File: src/xto_pkg.sv
// shared constants and types for the oscillator clock-out and synth word block
package xto_pkg;

	// apb register byte offsets
	localparam logic [7:0] ADDR_CTRL      = 8'h00;
	localparam logic [7:0] ADDR_WORD_LOW  = 8'h04;
	localparam logic [7:0] ADDR_WORD_HIGH = 8'h08;
	localparam logic [7:0] ADDR_STATUS    = 8'h0C;
	localparam logic [7:0] ADDR_RATIO     = 8'h10;

	// control register field positions
	localparam int CTRL_PERMIT_BIT  = 0;
	localparam int CTRL_REQUEST_BIT = 1;
	localparam int CTRL_BAND_BIT    = 2;
	localparam int CTRL_PLL_BIT     = 3;
	localparam int CTRL_MODE_LSB    = 4;
	localparam int CTRL_MODE_W      = 3;

	// status register field positions
	localparam int ST_OSC_GOOD_BIT  = 0;
	localparam int ST_CLK_ON_BIT    = 1;
	localparam int ST_WAKE_BIT      = 2;
	localparam int ST_BUTTON_BIT    = 3;
	localparam int ST_SUPPLY_BIT    = 4;
	localparam int ST_LOADCAP_BIT   = 5;
	localparam int ST_GATE_ARM_BIT  = 6;

	// synth word split: low part holds bits 0..7, high part bits 8..12
	localparam int WORD_W      = 13;
	localparam int LOW_W       = 8;
	localparam int HIGH_W      = 5;
	localparam int RATIO_W     = 22;

	// ratio is reported in units of 1/32768: base*32768 + 2*word + 49
	localparam logic [RATIO_W-1:0] BASE_315 = 22'h0C_4000;
	localparam logic [RATIO_W-1:0] BASE_433 = 22'h10_4000;
	localparam logic [RATIO_W-1:0] BASE_868 = 22'h20_4000;
	localparam logic [RATIO_W-1:0] FRAC_OFS = 22'h00_0031;

	// operating modes in the mode field
	localparam logic [2:0] MODE_IDLE      = 3'h0;
	localparam logic [2:0] MODE_TX        = 3'h1;
	localparam logic [2:0] MODE_RX_POLL   = 3'h2;
	localparam logic [2:0] MODE_RX        = 3'h3;
	localparam logic [2:0] MODE_FD_MASTER = 3'h4;
	localparam logic [2:0] MODE_FD_SLAVE  = 3'h5;
	localparam logic [2:0] MODE_SLEEP     = 3'h7;

	// reset values
	localparam logic [7:0] CTRL_RESET     = 8'h03;
	localparam logic [LOW_W-1:0]  LOW_RESET  = 8'h00;
	localparam logic [HIGH_W-1:0] HIGH_RESET = 5'h00;

	// clock-out divider, synchroniser depth and power-up capture wait
	localparam logic [1:0] DIV_LAST = 2'h2;
	localparam int SYNC_DEPTH = 2;
	localparam logic [1:0] CAPTURE_WAIT = 2'h3;

	typedef struct packed {
		logic [2:0] mode;
		logic       pll_mode;
		logic       band_bit;
		logic       request;
		logic       permit;
	} ctrl_t;

	typedef struct packed {
		logic gate_armed;
		logic load_cap_full;
		logic supply_ok;
		logic button_flag;
		logic wake_flag;
		logic clk_on;
		logic osc_good;
	} status_t;

endpackage

File: src/pin_sync.sv
// two flip-flop synchroniser for asynchronous pins
`timescale 1ns/1ps
module pin_sync #(
	parameter int          WIDTH = 1,
	parameter logic [WIDTH-1:0] INIT = '0
) (
	input  wire logic             clk,
	input  wire logic             rst_n,
	input  wire logic [WIDTH-1:0] async_in,
	output logic      [WIDTH-1:0] sync_out
);
	logic [WIDTH-1:0] meta_reg;

	// meta_reg feeds only sync_out
	always_ff @(posedge clk) begin
		if (!rst_n) begin
			meta_reg <= INIT;
			sync_out <= INIT;
		end else begin
			meta_reg <= async_in;
			sync_out <= meta_reg;
		end
	end
endmodule

File: src/xto_clock_out_and_synth_word.sv
// clock output gating, wake flags and synthesizer word for the crystal oscillator section
//
// Local design decisions: the address map and register access over APB.
`timescale 1ns/1ps
//
// What this block does
// - the clock output pin runs at the crystal clock divided by three.
// - the output clock is high and low for equal times, a 50% duty cycle.
// - with the permit bit at zero the clock output stays off whatever else holds.
// - with permit set but the request bit at zero the clock output still stays off.
// - with request set the output turns on after a good bit-check in receive, polling or slave full-duplex mode, a button wake event, or the wake flag at one.
// - the oscillator-good signal rises once the amplitude detector reports enough swing.
// - the output is active only while oscillator-good, permit, request and the supply condition all hold.
// - the synth word is the sum of two partial values split over two registers, shaped by the pll mode bit.
// - the synth ratio is the band base plus (word + 24.5)/16384, base 24.5, 32.5 or 64.5 by band.
// - in idle and sleep modes part of the load capacitors is switched off, and on again otherwise.
// - a wake from off raises the interrupt line and sets the flag of the pin that caused it.
module xto_clock_out_and_synth_word (
	input  wire logic        clk,
	input  wire logic        rst_n,
	input  wire logic        psel,
	input  wire logic        penable,
	input  wire logic        pwrite,
	input  wire logic [7:0]  paddr,
	input  wire logic [31:0] pwdata,
	output logic      [31:0] prdata,
	output logic             pready,
	output logic             pslverr,
	input  wire logic        amplitude_detect,
	input  wire logic        supply_level_ok,
	input  wire logic        wake_input,
	input  wire logic        button_wake_input_n,
	input  wire logic        band_select_pin,
	input  wire logic        bitcheck_ok,
	output logic             clk_out,
	output logic             osc_amplitude_good,
	output logic             load_cap_full,
	output logic             irq_out,
	output logic [12:0]      synth_frequency_word,
	output logic [21:0]      synth_ratio
);
	typedef enum logic [1:0] {
		PWR_SETTLE,
		PWR_CAPTURE,
		PWR_RUN
	} power_state_t;

	xto_pkg::ctrl_t   ctrl_reg;
	xto_pkg::status_t status_now;
	logic [xto_pkg::LOW_W-1:0]  word_low_reg;
	logic [xto_pkg::HIGH_W-1:0] word_high_reg;
	logic [xto_pkg::WORD_W-1:0] word_next;
	logic [xto_pkg::RATIO_W-1:0] base_next;
	logic [xto_pkg::RATIO_W-1:0] ratio_next;

	logic [4:0] pins_sync;
	logic       amp_sync;
	logic       supply_sync;
	logic       wake_sync;
	logic       button_n_sync;
	logic       band_sync;
	logic       button_n_prev_reg;
	logic       button_event;

	power_state_t pwr_state_reg;
	logic [1:0]   settle_cnt_reg;
	logic         wake_flag_reg;
	logic         button_flag_reg;
	logic         osc_good_reg;
	logic         trigger_reg;
	logic         bitcheck_qualified;
	logic         enable_next;

	logic [1:0] div_cnt_reg;
	logic       gate_reg;
	logic       phase_pos_reg;
	logic       phase_neg_reg;

	logic       setup_phase;
	logic       access_phase;
	logic       addr_hit;
	logic       status_read;
	logic [31:0] read_next;

	// all asynchronous levels pass two flops before use; reset holds each pin's idle level
	pin_sync #(
		.WIDTH (5),
		.INIT  (5'h08)
	) u_pin_sync (
		.clk      (clk),
		.rst_n    (rst_n),
		.async_in ({band_select_pin, button_wake_input_n, wake_input,
			supply_level_ok, amplitude_detect}),
		.sync_out (pins_sync)
	);

	assign amp_sync      = pins_sync[0];
	assign supply_sync   = pins_sync[1];
	assign wake_sync     = pins_sync[2];
	assign button_n_sync = pins_sync[3];
	assign band_sync     = pins_sync[4];

	// apb handshake: zero wait states
	assign setup_phase  = psel && !penable;
	assign access_phase = psel && penable;
	assign pready       = 1'b1;

	always_comb begin
		case (paddr)
			xto_pkg::ADDR_CTRL,
			xto_pkg::ADDR_WORD_LOW,
			xto_pkg::ADDR_WORD_HIGH,
			xto_pkg::ADDR_STATUS,
			xto_pkg::ADDR_RATIO: addr_hit = 1'b1;
			default:             addr_hit = 1'b0;
		endcase
	end

	assign pslverr     = access_phase && !addr_hit;
	assign status_read = access_phase && !pwrite && (paddr == xto_pkg::ADDR_STATUS);

	// control register writes
	always_ff @(posedge clk) begin
		if (!rst_n) begin
			ctrl_reg <= xto_pkg::ctrl_t'(xto_pkg::CTRL_RESET[6:0]);
		end else if (access_phase && pwrite && paddr == xto_pkg::ADDR_CTRL) begin
			ctrl_reg.permit   <= pwdata[xto_pkg::CTRL_PERMIT_BIT];
			ctrl_reg.request  <= pwdata[xto_pkg::CTRL_REQUEST_BIT];
			ctrl_reg.band_bit <= pwdata[xto_pkg::CTRL_BAND_BIT];
			ctrl_reg.pll_mode <= pwdata[xto_pkg::CTRL_PLL_BIT];
			ctrl_reg.mode     <= pwdata[xto_pkg::CTRL_MODE_LSB +: xto_pkg::CTRL_MODE_W];
		end
	end

	// the two partial word registers
	always_ff @(posedge clk) begin
		if (!rst_n) begin
			word_low_reg  <= xto_pkg::LOW_RESET;
			word_high_reg <= xto_pkg::HIGH_RESET;
		end else if (access_phase && pwrite) begin
			if (paddr == xto_pkg::ADDR_WORD_LOW) begin
				word_low_reg <= pwdata[xto_pkg::LOW_W-1:0];
			end
			if (paddr == xto_pkg::ADDR_WORD_HIGH) begin
				word_high_reg <= pwdata[xto_pkg::HIGH_W-1:0];
			end
		end
	end

	// word is the sum of both parts; in integer pll mode the lowest bit is dropped
	always_comb begin
		word_next = 13'(word_low_reg) + 13'({word_high_reg, 8'h00});
		if (!ctrl_reg.pll_mode) begin
			word_next[0] = 1'b0;
		end
	end

	// band base: band bit wins, else the pin picks 433 or 868
	always_comb begin
		if (ctrl_reg.band_bit) begin
			base_next = xto_pkg::BASE_315;
		end else if (band_sync) begin
			base_next = xto_pkg::BASE_433;
		end else begin
			base_next = xto_pkg::BASE_868;
		end
		ratio_next = base_next + 22'({word_next, 1'b0}) + xto_pkg::FRAC_OFS;
	end

	// word and ratio are registered so the synthesizer sees stable values
	always_ff @(posedge clk) begin
		if (!rst_n) begin
			synth_frequency_word <= '0;
			synth_ratio          <= '0;
		end else begin
			synth_frequency_word <= word_next;
			synth_ratio          <= ratio_next;
		end
	end

	// oscillator-good follows the synchronised amplitude detector
	always_ff @(posedge clk) begin
		if (!rst_n) begin
			osc_good_reg <= 1'b0;
		end else begin
			osc_good_reg <= amp_sync;
		end
	end

	assign osc_amplitude_good = osc_good_reg;

	// load capacitors are partly off in idle and sleep
	always_ff @(posedge clk) begin
		if (!rst_n) begin
			load_cap_full <= 1'b0;
		end else begin
			load_cap_full <= (ctrl_reg.mode != xto_pkg::MODE_IDLE) &&
				(ctrl_reg.mode != xto_pkg::MODE_SLEEP);
		end
	end

	// power-up: wait for the synchronisers to fill, then record the wake cause once
	always_ff @(posedge clk) begin
		if (!rst_n) begin
			pwr_state_reg  <= PWR_SETTLE;
			settle_cnt_reg <= '0;
		end else begin
			case (pwr_state_reg)
				PWR_SETTLE: begin
					settle_cnt_reg <= settle_cnt_reg + 2'h1;
					if (settle_cnt_reg == xto_pkg::CAPTURE_WAIT) begin
						pwr_state_reg <= PWR_CAPTURE;
					end
				end
				PWR_CAPTURE: pwr_state_reg <= PWR_RUN;
				PWR_RUN:     pwr_state_reg <= PWR_RUN;
				default:     pwr_state_reg <= PWR_SETTLE;
			endcase
		end
	end

	// a falling button level counts as an event once running
	always_ff @(posedge clk) begin
		if (!rst_n) begin
			button_n_prev_reg <= 1'b1;
		end else begin
			button_n_prev_reg <= button_n_sync;
		end
	end

	assign button_event = (pwr_state_reg == PWR_RUN) && button_n_prev_reg && !button_n_sync;

	// wake flags: a set in the same cycle as the clearing read wins
	always_ff @(posedge clk) begin
		if (!rst_n) begin
			wake_flag_reg   <= 1'b0;
			button_flag_reg <= 1'b0;
		end else begin
			if (pwr_state_reg == PWR_CAPTURE && wake_sync) begin
				wake_flag_reg <= 1'b1;
			end else if (status_read) begin
				wake_flag_reg <= 1'b0;
			end
			if ((pwr_state_reg == PWR_CAPTURE && !button_n_sync) || button_event) begin
				button_flag_reg <= 1'b1;
			end else if (status_read) begin
				button_flag_reg <= 1'b0;
			end
		end
	end

	// interrupt line stays high while any wake flag is pending
	always_ff @(posedge clk) begin
		if (!rst_n) begin
			irq_out <= 1'b0;
		end else begin
			irq_out <= wake_flag_reg || button_flag_reg;
		end
	end

	// bit-check only counts in receive, polling and slave full-duplex modes
	assign bitcheck_qualified = bitcheck_ok && (ctrl_reg.mode == xto_pkg::MODE_RX ||
		ctrl_reg.mode == xto_pkg::MODE_RX_POLL || ctrl_reg.mode == xto_pkg::MODE_FD_SLAVE);

	// trigger is held until software drops the request; the pulse causes are short
	always_ff @(posedge clk) begin
		if (!rst_n) begin
			trigger_reg <= 1'b0;
		end else if (!ctrl_reg.request) begin
			trigger_reg <= 1'b0;
		end else if (bitcheck_qualified || button_event || wake_flag_reg) begin
			trigger_reg <= 1'b1;
		end
	end

	always_comb begin
		enable_next = ctrl_reg.permit && ctrl_reg.request;
		enable_next = enable_next && osc_good_reg && supply_sync;
		enable_next = enable_next && (trigger_reg || bitcheck_qualified ||
			button_event || wake_flag_reg);
	end

	// divide by three counter
	always_ff @(posedge clk) begin
		if (!rst_n) begin
			div_cnt_reg <= '0;
		end else if (div_cnt_reg == xto_pkg::DIV_LAST) begin
			div_cnt_reg <= '0;
		end else begin
			div_cnt_reg <= div_cnt_reg + 2'h1;
		end
	end

	// gate changes only in the last count, when the output is already low
	always_ff @(posedge clk) begin
		if (!rst_n) begin
			gate_reg <= 1'b0;
		end else if (div_cnt_reg == xto_pkg::DIV_LAST) begin
			gate_reg <= enable_next;
		end
	end

	// rising-edge phase is high for the first count of each period
	always_ff @(posedge clk) begin
		if (!rst_n) begin
			phase_pos_reg <= 1'b0;
		end else begin
			phase_pos_reg <= enable_next && gate_or_arm(div_cnt_reg);
		end
	end

	// the falling-edge copy stretches high by half a cycle: 1.5 of 3 cycles.
	// this needs the falling edge of clk; an odd ratio cannot be 50% otherwise
	always_ff @(negedge clk) begin
		if (!rst_n) begin
			phase_neg_reg <= 1'b0;
		end else begin
			phase_neg_reg <= phase_pos_reg;
		end
	end

	assign clk_out = phase_pos_reg || phase_neg_reg;

	// a new high phase may only start at the period boundary
	function automatic logic gate_or_arm(input logic [1:0] cnt);
		gate_or_arm = (cnt == xto_pkg::DIV_LAST);
	endfunction

	// status snapshot
	always_comb begin
		status_now.osc_good      = osc_good_reg;
		status_now.clk_on        = gate_reg;
		status_now.wake_flag     = wake_flag_reg;
		status_now.button_flag   = button_flag_reg;
		status_now.supply_ok     = supply_sync;
		status_now.load_cap_full = load_cap_full;
		status_now.gate_armed    = trigger_reg;
	end

	always_comb begin
		case (paddr)
			xto_pkg::ADDR_CTRL:      read_next = 32'({ctrl_reg});
			xto_pkg::ADDR_WORD_LOW:  read_next = 32'(word_low_reg);
			xto_pkg::ADDR_WORD_HIGH: read_next = 32'(word_high_reg);
			xto_pkg::ADDR_STATUS:    read_next = 32'({status_now});
			xto_pkg::ADDR_RATIO:     read_next = 32'(synth_ratio);
			default:                 read_next = 32'h0000_0000;
		endcase
	end

	// read data is loaded in the setup cycle and held through the access
	always_ff @(posedge clk) begin
		if (!rst_n) begin
			prdata <= 32'h0000_0000;
		end else if (setup_phase && !pwrite) begin
			prdata <= read_next;
		end
	end
endmodule

File: config.mk
export PLATFORM = sky130hd
export DESIGN_NAME = xto_clock_out_and_synth_word
export DESIGN_NICKNAME = d
export VERILOG_FILES = /design/src/xto_pkg.sv /design/src/pin_sync.sv /design/src/xto_clock_out_and_synth_word.sv
export SDC_FILE = /design/constraint.sdc
export NUM_CORES = 1
export LEC_CHECK = 0
export ABC_AREA = 1
export BUFFER_PORTS_ARGS = -buffer_cell sky130_fd_sc_hd__buf_4
export CAP_MARGIN = 20
export CORE_MARGIN = 3
export CORE_UTILIZATION = 45
export CTS_CLUSTER_SIZE = 30
export DETAILED_ROUTE_END_ITERATION = 6
export PLACE_DENSITY = 0.82
export SLEW_MARGIN = 10
export SYNTH_ARGS = -nofsm -noshare
export SYNTH_HDL_FRONTEND = slang
export SYNTH_SLANG_ARGS = --single-unit
File: constraint.sdc
create_clock -name clk -period 2 [get_ports clk]
set_clock_uncertainty 0.2 [all_clocks]
set_input_delay 0 -clock clk [delete_from_list [all_inputs] [get_ports clk]]
set_output_delay 0 -clock clk [all_outputs]
set_load 0.02 [all_outputs]
==> results of run 1 <==
area by class of cell:
type / count / area [µm²]
Timing Repair Buffer: 124 / 997.2
Multi-Input combinational cell: 296 / 1483
Clock inverter: 6 / 62.56
Inverter: 62 / 232.7
Clock buffer: 11 / 131.4
Tap cell: 102 / 127.6
Sequential cell: 94 / 1882
Fill cell: 707 / 3052
through the flow:
step | worst slack [ns] | util [%] | cells | instance area (µm²) | TNS (ns)
finish | -0.2322 | 61.70 | 695 | 4916 | -0.2322
floorplan | 0.1217 | - | 490 | 3845 | 0
CTS | -0.2378 | 61.07 | 688 | 4866 | -0.2378
global placement | 0.1070 | 55.34 | 646 | 4409 | 0
global route | -0.2594 | 61.70 | 695 | 4916 | -0.2594
detailed placement | 0.1142 | 55.34 | 646 | 4409 | 0
where the power goes:
part	total (mW)	switching, mW	internal [mW]
logic	0.459	0.266	0.193
clock network	1.23	0.647	0.584
registers	1.99	0.0403	1.95
total	3.68	0.954	2.73
layer usage:
metal,track usage (%),vias to the layer above
met5,0,-
met3,3.929,10
met2,31.57,122
li1,-,1717
met4,6.496,0
met1,24.11,1557
cell families after synthesis:
kind of cell               share of synthesized area (%)
other                                             0.1978
adders and majority gates                          2.307
and+or+nand+nor                                    21.72
xor gates and xnor gates                          0.2308
buffers and inverters                              12.72
AOI/OAI and AO/OA                                  13.25
DFF                                                49.57
tightest hold or removal path: cells and delay by family:
kind                   cells  cell delay [ns]
buffers and inverters      3             0.26
AND/OR/NAND/NOR            3             0.22
AO/OA/AOI/OAI              1             0.05
cells in the mapped netlist:
cell type,n,area (µm²)
a211oi_1,1,7.510
a21boi_1,1,7.510
a21oi_1,36,180.2
a21oi_2,2,17.52
a31oi_1,2,12.51
and3_1,2,12.51
buf_12,1,20.02
buf_2,1,5.000
buf_4,22,165.2
buf_6,1,11.26
clkbuf_1,12,45.04
conb_1,2,7.510
dfxtp_1,94,1882
ha_1,7,87.58
inv_1,60,225.2
inv_2,3,11.26
nand2_1,80,300.3
nand2_2,4,25.02
nand2_4,1,11.26
nand3_1,29,145.1
nand3_2,1,10.01
nand4_1,2,12.51
nor2_1,38,142.6
nor2_2,1,6.260
nor2_4,2,22.52
nor2_8,1,20.02
nor3_1,9,45.04
nor3_4,2,32.53
nor3b_1,1,7.510
nor4_1,2,12.51
o211ai_1,5,37.54
o21ai_0,34,170.2
o21ai_1,14,70.07
or2_2,3,18.77
xnor2_1,1,8.760
worst max path at each step:
| stage | start | endpoint | slack (ns) |
|---|---|---|---|
| global route | phase_neg_reg | clk_out | -0.26 |
| detailed placement | phase_neg_reg | clk_out | 0.11 |
| CTS | phase_neg_reg | clk_out | -0.24 |
| finish | phase_neg_reg | clk_out | -0.23 |
| floorplan | rst_n | phase_neg_reg | 0.12 |
| global placement | phase_neg_reg | clk_out | 0.11 |
cells in the final DEF (no fill, tap or decap), types with 3 or more instances in the layout:
cell           Yosys  final
ha_1               7      7
inv_2              3      3
dfxtp_1           94     94
clkbuf_8           0      9
a21oi_1           36     36
o211ai_1           5      5
nand3_1           29     29
nand2_2            4      4
o21ai_1           14     14
o21ai_0           34     34
nor2_1            38     38
inv_1             60     60
nor3_1             9      9
nand2_1           80     80
conb_1             2     15
dlygate4sd3_1      0     26
buf_4             22     96
repair_timing:
action | 4_1_cts | 5_1_grt
hold buffers | 26 | 0
pin swaps | 0 | 2
resized for setup | 2 | 0
setup buffers | 0 | 7
setup endpoints to repair | 1 | 3
endpoints found under the hold margin | 38 | 0
==> impl_metrics.toml, run 1 <==
[clocking]
cts_tree = "done"
clock-sinks = 94
root_buffer = "clkbuf_8"
h-tree-depth = 3
clk_pin_slew_ns = 0.09
clk-insertion-delay-late_ns = 0.36
cts.path.max_buffers = 2
numCtsBuffers = 9

[run_status]
violations = "setup timing"
status = "finished with violations"

[hold_path]
worstHoldEndpoint = "prdata[8]"
hp-class = "input port to register"
hold_start = "paddr[7]"
hold-path-cell-count = 7

[yosys]
seq_area_frac_synth_pct = 49.57
synth_seq_cells = 94
yosysWarnings = 0
syn_avg_cell_area_um2 = 7.958
synth_cells = 477
synth_area_um2 = 3796
synth.distinct_cells = 35

[route]
num_vias = 3406
drtPass1Iterations = 5
vias_per_cell = 4.901
wl_met3_um = 651
wl_met2_mm = 4.577
wl_met1_mm = 3.945
routed.top_layer = "met4"
initialDrtViolationCount = 261
routed_wl_mm = 9.282
post_drt_wl_per_cell_um = 13.36
remaining_drc_errors = 0
ant_nets = 0

[placement]
port_buffers = 84
dpl.hpwl_mm = 6.630
gp_congestion = 0.8715

[sta]
worst_slew_pin_slew_ns = 0.5015
relSlewSlack_pct = 66.56
rsz0062_at_grt = "true"
hold_viol = 0
whs_ns = 0.02302
finalSetupViolations = 1
setup_slack_ns = -0.2322
drv_slew = 0

[global_routing]
antenna_found_initial = 0
grt_overflow = 0
grt_start_max_net_pins = 59
grt_pass1_wl_mm = 14.81
grt_usage_pct = 18.83
grt_pass1_vias = 3153

[critical_path]
cp_top_family = "flip-flops"
arrival_ns = 2.03
cp-end-kind = "primary output"
path_cells = "or2_4 > buf_6"
crit_required_ns = 1.80
critical_path_class = "register to primary output"
r2r-end = "synth_ratio[14]"
slowest_stage = "dfxtp_1"
cp_num_buf_inv = 1
r2r-start = "word_low_reg[3]"
critPathMaxFanout = 1
rrSetupSlack_ns = 0.22
critical_path.max_stage_delay_ns = 0.29
worst-path-stages = 2
rr_worst_depth = 8
start_kind = "register"

[run]
maxCapViolations = 0

[floorplanning]
die-area_um2 = 9574
core_um2 = 7968
placementRows = 32
die_h_um = 97.85
die_w_um = 97.85
initial_core_util_pct = 47.64
ios = 124

[final_layout]
largest_reg_flops = 19
drive_above_1_share_pct = 22.26
diodes = 0
area_delta_synth_final_pct = 29.50
top_regs = "prdata x19, synth_ratio x16, synth_frequency_word x13"
regMostFlops = "prdata"
fin_nets = 646

[power]
p_leak_nw = 2.401
power.density_nw_per_um2 = 748.6
total_power_mw = 3.680
peakVddDrop_uv = 403.0
(Power assumes the default switching activity.)
==> run 2, diff against run 1 <==
--- a/config.mk
+++ b/config.mk
@@ -16,4 +16,5 @@
 export SLEW_MARGIN = 10
 export SYNTH_ARGS = -nofsm -noshare
 export SYNTH_HDL_FRONTEND = slang
+export SYNTH_HIERARCHICAL = 1
 export SYNTH_SLANG_ARGS = --single-unit
==> run 2 against run 1 <==
The run ends with hold timing, setup timing left; largest cell class unchanged; die area grew 0.75%; sequential share of layout area shrank 0.47 points; clock power shrank 11%; highest routed layer unchanged; final cell count grew 1.4%; routed wire length grew 0.28%; first-iteration DRC count shrank 33%; register-to-register slack gained 0.04 ns; critical path type unchanged; clock-buffer cell count grew 2.
==> impl_metrics.toml, run 2 <==
[yosys]
synth_area_um2 = 3826
synth_seq_cells = 94
synth.top_cell.area_share_pct = 49.18
synth_flop_cell = "dfxtp_1"
synth_most_common_cell = "dfxtp_1"
async_flop_share_pct = 0
yosysWarnings = 6
synthTopCellsByArea = "dfxtp_1, nand2_1, inv_1"
synth.distinct_cells = 32
syn_avg_cell_area_um2 = 7.938
netlist.top_cell.by_area = "dfxtp_1"
synth_cells = 482
seq_area_frac_synth_pct = 49.18
synth_common_cells = "dfxtp_1, nand2_1, inv_1, nor2_1, a21oi_1"
synth_edf_count = 0

[floorplanning]
ios = 124
die-area_um2 = 9645
initial_core_util_pct = 46.57
die_h_um = 98.21
core_um2 = 8217
placementRows = 33
die_w_um = 98.21

[sta]
setup_slack_ns = -0.2097
rsz0062_at_grt = "true"
whs_ns = -0.01908
fin_tns_setup_ns = -0.3133
finalSetupViolations = 2
hold_viol = 1
drv_slew = 0

[global_routing]
grt_start_max_net_pins = 60
antenna_found_initial = 0
grt_usage_pct = 19.59
grt_pass1_vias = 3331
grt_pass1_wl_mm = 15.46
grt_overflow = 0

[final_layout]
top_regs = "prdata x19, synth_ratio x16, synth_frequency_word x13"
ff_latch_area_um2 = 1882
fill_cells = 713
multi_input_area_um2 = 1513
fin_cells = 705
layout_common_cells = "dfxtp_1, buf_4, nand2_1"
largest_reg_flops = 19
regMostFlops = "prdata"
diodes = 0
area_delta_synth_final_pct = 30.08
fin_nets = 653
drive_above_1_share_pct = 22.83
final_common_cell = "dfxtp_1"

[critical_path]
crit_required_ns = 1.80
arrival_ns = 2.01
critical_path.max_stage_delay_ns = 0.28
path_cells = "or2_4 > buf_6"
slowest_stage = "dfxtp_1"
critPathMaxFanout = 1
cp-end-kind = "primary output"
cp_top_family = "flip-flops"
critical_path_class = "register to primary output"
cp_num_buf_inv = 1
start_kind = "register"

[route]
drtPass1Iterations = 4
remaining_drc_errors = 0
initialDrtViolationCount = 176
num_vias = 3374
routed_wl_mm = 9.308
ant_nets = 0
post_drt_wl_per_cell_um = 13.20
vias_per_cell = 4.786

[run_status]
status = "finished with violations"
violations = "hold timing, setup timing"

[hold_path]
hp-class = "input port to register"

[placement]
port_buffers = 84
place_inst = 654
dp_worst_setup_slack_ns = 0.1100
gp_congestion = 0.8888
dpl.hpwl_mm = 6.615

[power]
peakVddDrop_uv = 570.7
power.density_nw_per_um2 = 717.1
total_power_mw = 3.569
p_leak_nw = 2.386

[clocking]
h-tree-depth = 3
cts.path.max_buffers = 2
cts_tree = "done"
numCtsBuffers = 9
root_buffer = "clkbuf_8"
clk-insertion-delay-late_ns = 0.35
clk_pin_slew_ns = 0.09
clock-sinks = 94

[run]
maxCapViolations = 0
## run 2: cell types whose count changed after synthesis, sizes merged, moves of 3 or more
cell / before / now
clkbuf: 12 / 9
buf: 25 / 28
nand3: 30 / 27
nand2: 85 / 91
nor2: 42 / 45
## run 2: logic make-up (layout without fill, tap and decap cells)
group | after synthesis | count (layout) | synth area share (%)
AOI/OAI and AO/OA | 95 | 95 | 13.21
xor gates and xnor gates | 2 | 2 | 0.4579
adders and majority gates | 7 | 7 | 2.289
buffers and inverters | 102 | 207 | 13.05
DFF | 94 | 94 | 49.18
other | 2 | 15 | 0.1963
and+or+nand+nor | 180 | 180 | 21.62
## run 2: path summary, 6_finish.rpt
kind	depth (start not counted)	end	startpoint	slack, ns
max	2	clk_out	phase_neg_reg	-0.21
min reg2reg	2	u_pin_sync/sync_out[1]	u_pin_sync/meta_reg[1]	0.21
min	6	prdata[3]	paddr[2]	-0.02
max reg2reg	8	synth_ratio[12]	word_low_reg[3]	0.26
## run 2: worst min-delay path, delay by kind of cell
family	cells	cell delay, ns
buf+inv	1	0.11
simple gates	4	0.29
compound gates	1	0.08
## run 2: repair_timing
item,CTS,global route
endpoints found under the setup margin,1,3
hold buffers,34,1
buffers inserted,0,1
resized for setup,2,5
pin swaps,0,1
hold endpoints to repair,48,5
## run 2: cell type report
class / count / area share [%]
clock buffer: 13 / 2.991
clock inverter: 4 / 0.4776
inverter: 64 / 4.827
multi-input combinational: 299 / 30.39
sequential: 94 / 37.81
tap: 105 / 2.640
timing repair buffer: 126 / 20.86
## run 2: metal layers
metal,up-vias,GRT usage (%),wire length (µm)
met5,-,0,0
met4,0,6.723,180
met3,19,5.143,476
met2,100,36.13,4906
met1,1535,21.69,3745
li1,1720,-,-
## run 2: per-stage QoR
stage | instance area, µm² | util (%)
finish | 4977 | 60.58
floorplan | 3875 | -
global route | 4977 | 60.58
detailed placement | 4434 | 53.97
global placement | 4434 | 53.97
CTS | 4950 | 60.24
## run 2: where the power goes
part / leakage, nW / switching [mW] / internal [mW] / total [mW]
Clock: 0.0850 / 0.609 / 0.488 / 1.10
Sequential: 0.765 / 0.0434 / 1.95 / 1.99
Combinational: 1.54 / 0.277 / 0.202 / 0.479
Total: 2.39 / 0.929 / 2.64 / 3.57
==> run 3, diff against run 2 <==
--- a/config.mk
+++ b/config.mk
@@ -8,6 +8,7 @@
 export ABC_AREA = 1
 export BUFFER_PORTS_ARGS = -buffer_cell sky130_fd_sc_hd__buf_4
 export CAP_MARGIN = 20
+export CORE_ASPECT_RATIO = 0.6
 export CORE_MARGIN = 3
 export CORE_UTILIZATION = 45
 export CTS_CLUSTER_SIZE = 30
==> run 3 against run 2 <==
The flow finishes with violations (setup timing); first-iteration DRC count is 120% higher; sequential power hardly changed; die area grew 0.37%; utilization increased by 1.3 points; hold slack improved by 0.043 ns; clock power rose by 55%; final cell count down 1.3%; register-to-register slack about the same; combinational power about the same; global-route usage grew 1.9 points; sequential cell count did not move; sequential share of layout area shrank 0.095 points; largest cell class unchanged; highest routed layer unchanged.
==> impl_metrics.toml, run 3 (synthesized netlist as in run 2, its figures left out) <==
[clocking]
clk-insertion-delay-late_ns = 0.35
cts.path.max_buffers = 2
h-tree-depth = 3
clock-sinks = 94
post-cts-setup-buffers = 0
root_buffer = "clkbuf_16"
numCtsBuffers = 9
clk_pin_slew_ns = 0.06
cts_tree = "done"

[sta]
rsz0062_at_grt = "true"
setup_slack_ns = -0.2354
worst_slew_pin_slew_ns = 0.5429
relSlewSlack_pct = 63.61
fin_tns_setup_ns = -0.2354
drv_slew = 0
finalSetupViolations = 1
hold_viol = 0

[route]
routed_wl_mm = 10.26
drtPass1Iterations = 5
num_vias = 3512
initialDrtViolationCount = 383
post_drt_wl_per_cell_um = 14.74
vias_per_cell = 5.046
ant_nets = 0
remaining_drc_errors = 0

[global_routing]
grt_overflow = 0
grt_pass1_wl_mm = 16.48
grt_usage_pct = 21.49
grt_pass1_vias = 3260
antenna_found_initial = 0
grt_start_max_net_pins = 42

[final_layout]
largest_reg_flops = 19
area_delta_synth_final_pct = 30.41
fill_cells = 710
final_common_cell = "dfxtp_1"
regMostFlops = "prdata"
design_area_um2 = 4990
diodes = 0
layout_common_cells = "dfxtp_1, buf_4, nand2_1"
final_util_pct = 61.83
drive_above_1_share_pct = 23.13
fin_nets = 642
fin_cells = 696
top_regs = "prdata x19, synth_ratio x16, synth_frequency_word x13"

[floorplanning]
placementRows = 25
initial_core_util_pct = 47.41
core_um2 = 8070
die_h_um = 77.43
die-area_um2 = 9681
die_w_um = 125.0
ios = 124

[power]
p_sw_mw = 1.034
p_seq_share_pct = 47.8
total_power_mw = 4.180
switching_share_pct = 24.75
peakVddDrop_uv = 409.8
pwr-share-clk_pct = 40.8
p_comb_share_pct = 11.4
power.density_nw_per_um2 = 837.8
p_leak_nw = 2.378
power.internal_mw = 3.146

[critical_path]
cp_num_buf_inv = 1
critPathMaxFanout = 1
arrival_ns = 2.04
start_kind = "register"
cp_top_family = "flip-flops"
critical_path_class = "register to primary output"
crit_required_ns = 1.80
cp-end-kind = "primary output"
critical_path.max_stage_delay_ns = 0.29
path_cells = "or2_4 > buf_6"
slowest_stage = "dfxtp_1"

[placement]
gp_congestion = 0.9257
place_inst = 656
dpl.hpwl_mm = 7.487
placed_area_um2 = 4431
port_buffers = 84

[hold_path]
hp-class = "input port to register"

[run_status]
status = "finished with violations"
violations = "setup timing"

[run]
maxCapViolations = 0
-- run 3: cell count changes in the layout (fill, tap and decap cells not counted), moves of 3 or more --
cell and change:
clkbuf_1 -3, clkbuf_16 +9, dlygate4sd3_1 -9, clkbuf_8 -9
-- run 3: cell type report --
type | instances | area (µm²) | share of cell area, %
sequential | 94 | 1882 | 37.71
multi-input combinational | 299 | 1501 | 30.09
timing repair buffer | 115 | 929.6 | 18.63
inverter | 64 | 240.2 | 4.814
clock buffer | 10 | 239.0 | 4.789
tap | 108 | 135.1 | 2.708
clock inverter | 6 | 62.56 | 1.254
-- run 3: routing by layer --
layer | GRT usage, % | wire [µm]
met1 | 30.18 | 4656
met2 | 30.06 | 4392
met5 | 0 | 0
met4 | 6.494 | 108
met3 | 8.872 | 1102
-- run 3: final timing paths --
path	endpoint	startpoint	slack, ns	cells past startpoint
hold / removal	prdata[7]	paddr[3]	0.02	8
hold reg to reg	u_pin_sync/sync_out[3]	u_pin_sync/meta_reg[3]	0.20	2
setup reg to reg	synth_ratio[12]	word_low_reg[3]	0.27	8
setup / recovery	clk_out	phase_neg_reg	-0.24	2
-- run 3: power groups by stage --
stage	clock network (mW)	logic, mW	registers, mW
floorplan	0.00626	0.285	2.06
global placement	0.00626	0.413	2.03
detailed placement	0.00626	0.440	2.04
CTS	1.73	0.478	2.00
global route	1.82	0.530	2.01
finish	1.70	0.479	2.00
-- run 3: what timing repair did --
item                       4_1_cts  5_1_grt
hold buffers                    25        0
setup endpoints to repair        1        2
hold endpoints to repair        38        0
resized for setup                2        1
-- run 3: per-stage QoR --
stage	hold WS (ns)	setup slack, ns
floorplan	-0.1723	0.2083
global placement	-0.02685	0.1121
detailed placement	-0.02627	0.1013
CTS	0.01449	-0.2433
global route	0.09763	-0.2667
finish	0.02343	-0.2354
-- run 3: tightest hold or removal path, cell delays in order --
cell and delay, ns:
buf_4 0.11, inv_2 0.04, nand2_2 0.07, nor2_4 0.06, nand3_1 0.08, nand2_1 0.05
nand2_1 0.05, a21oi_1 0.05
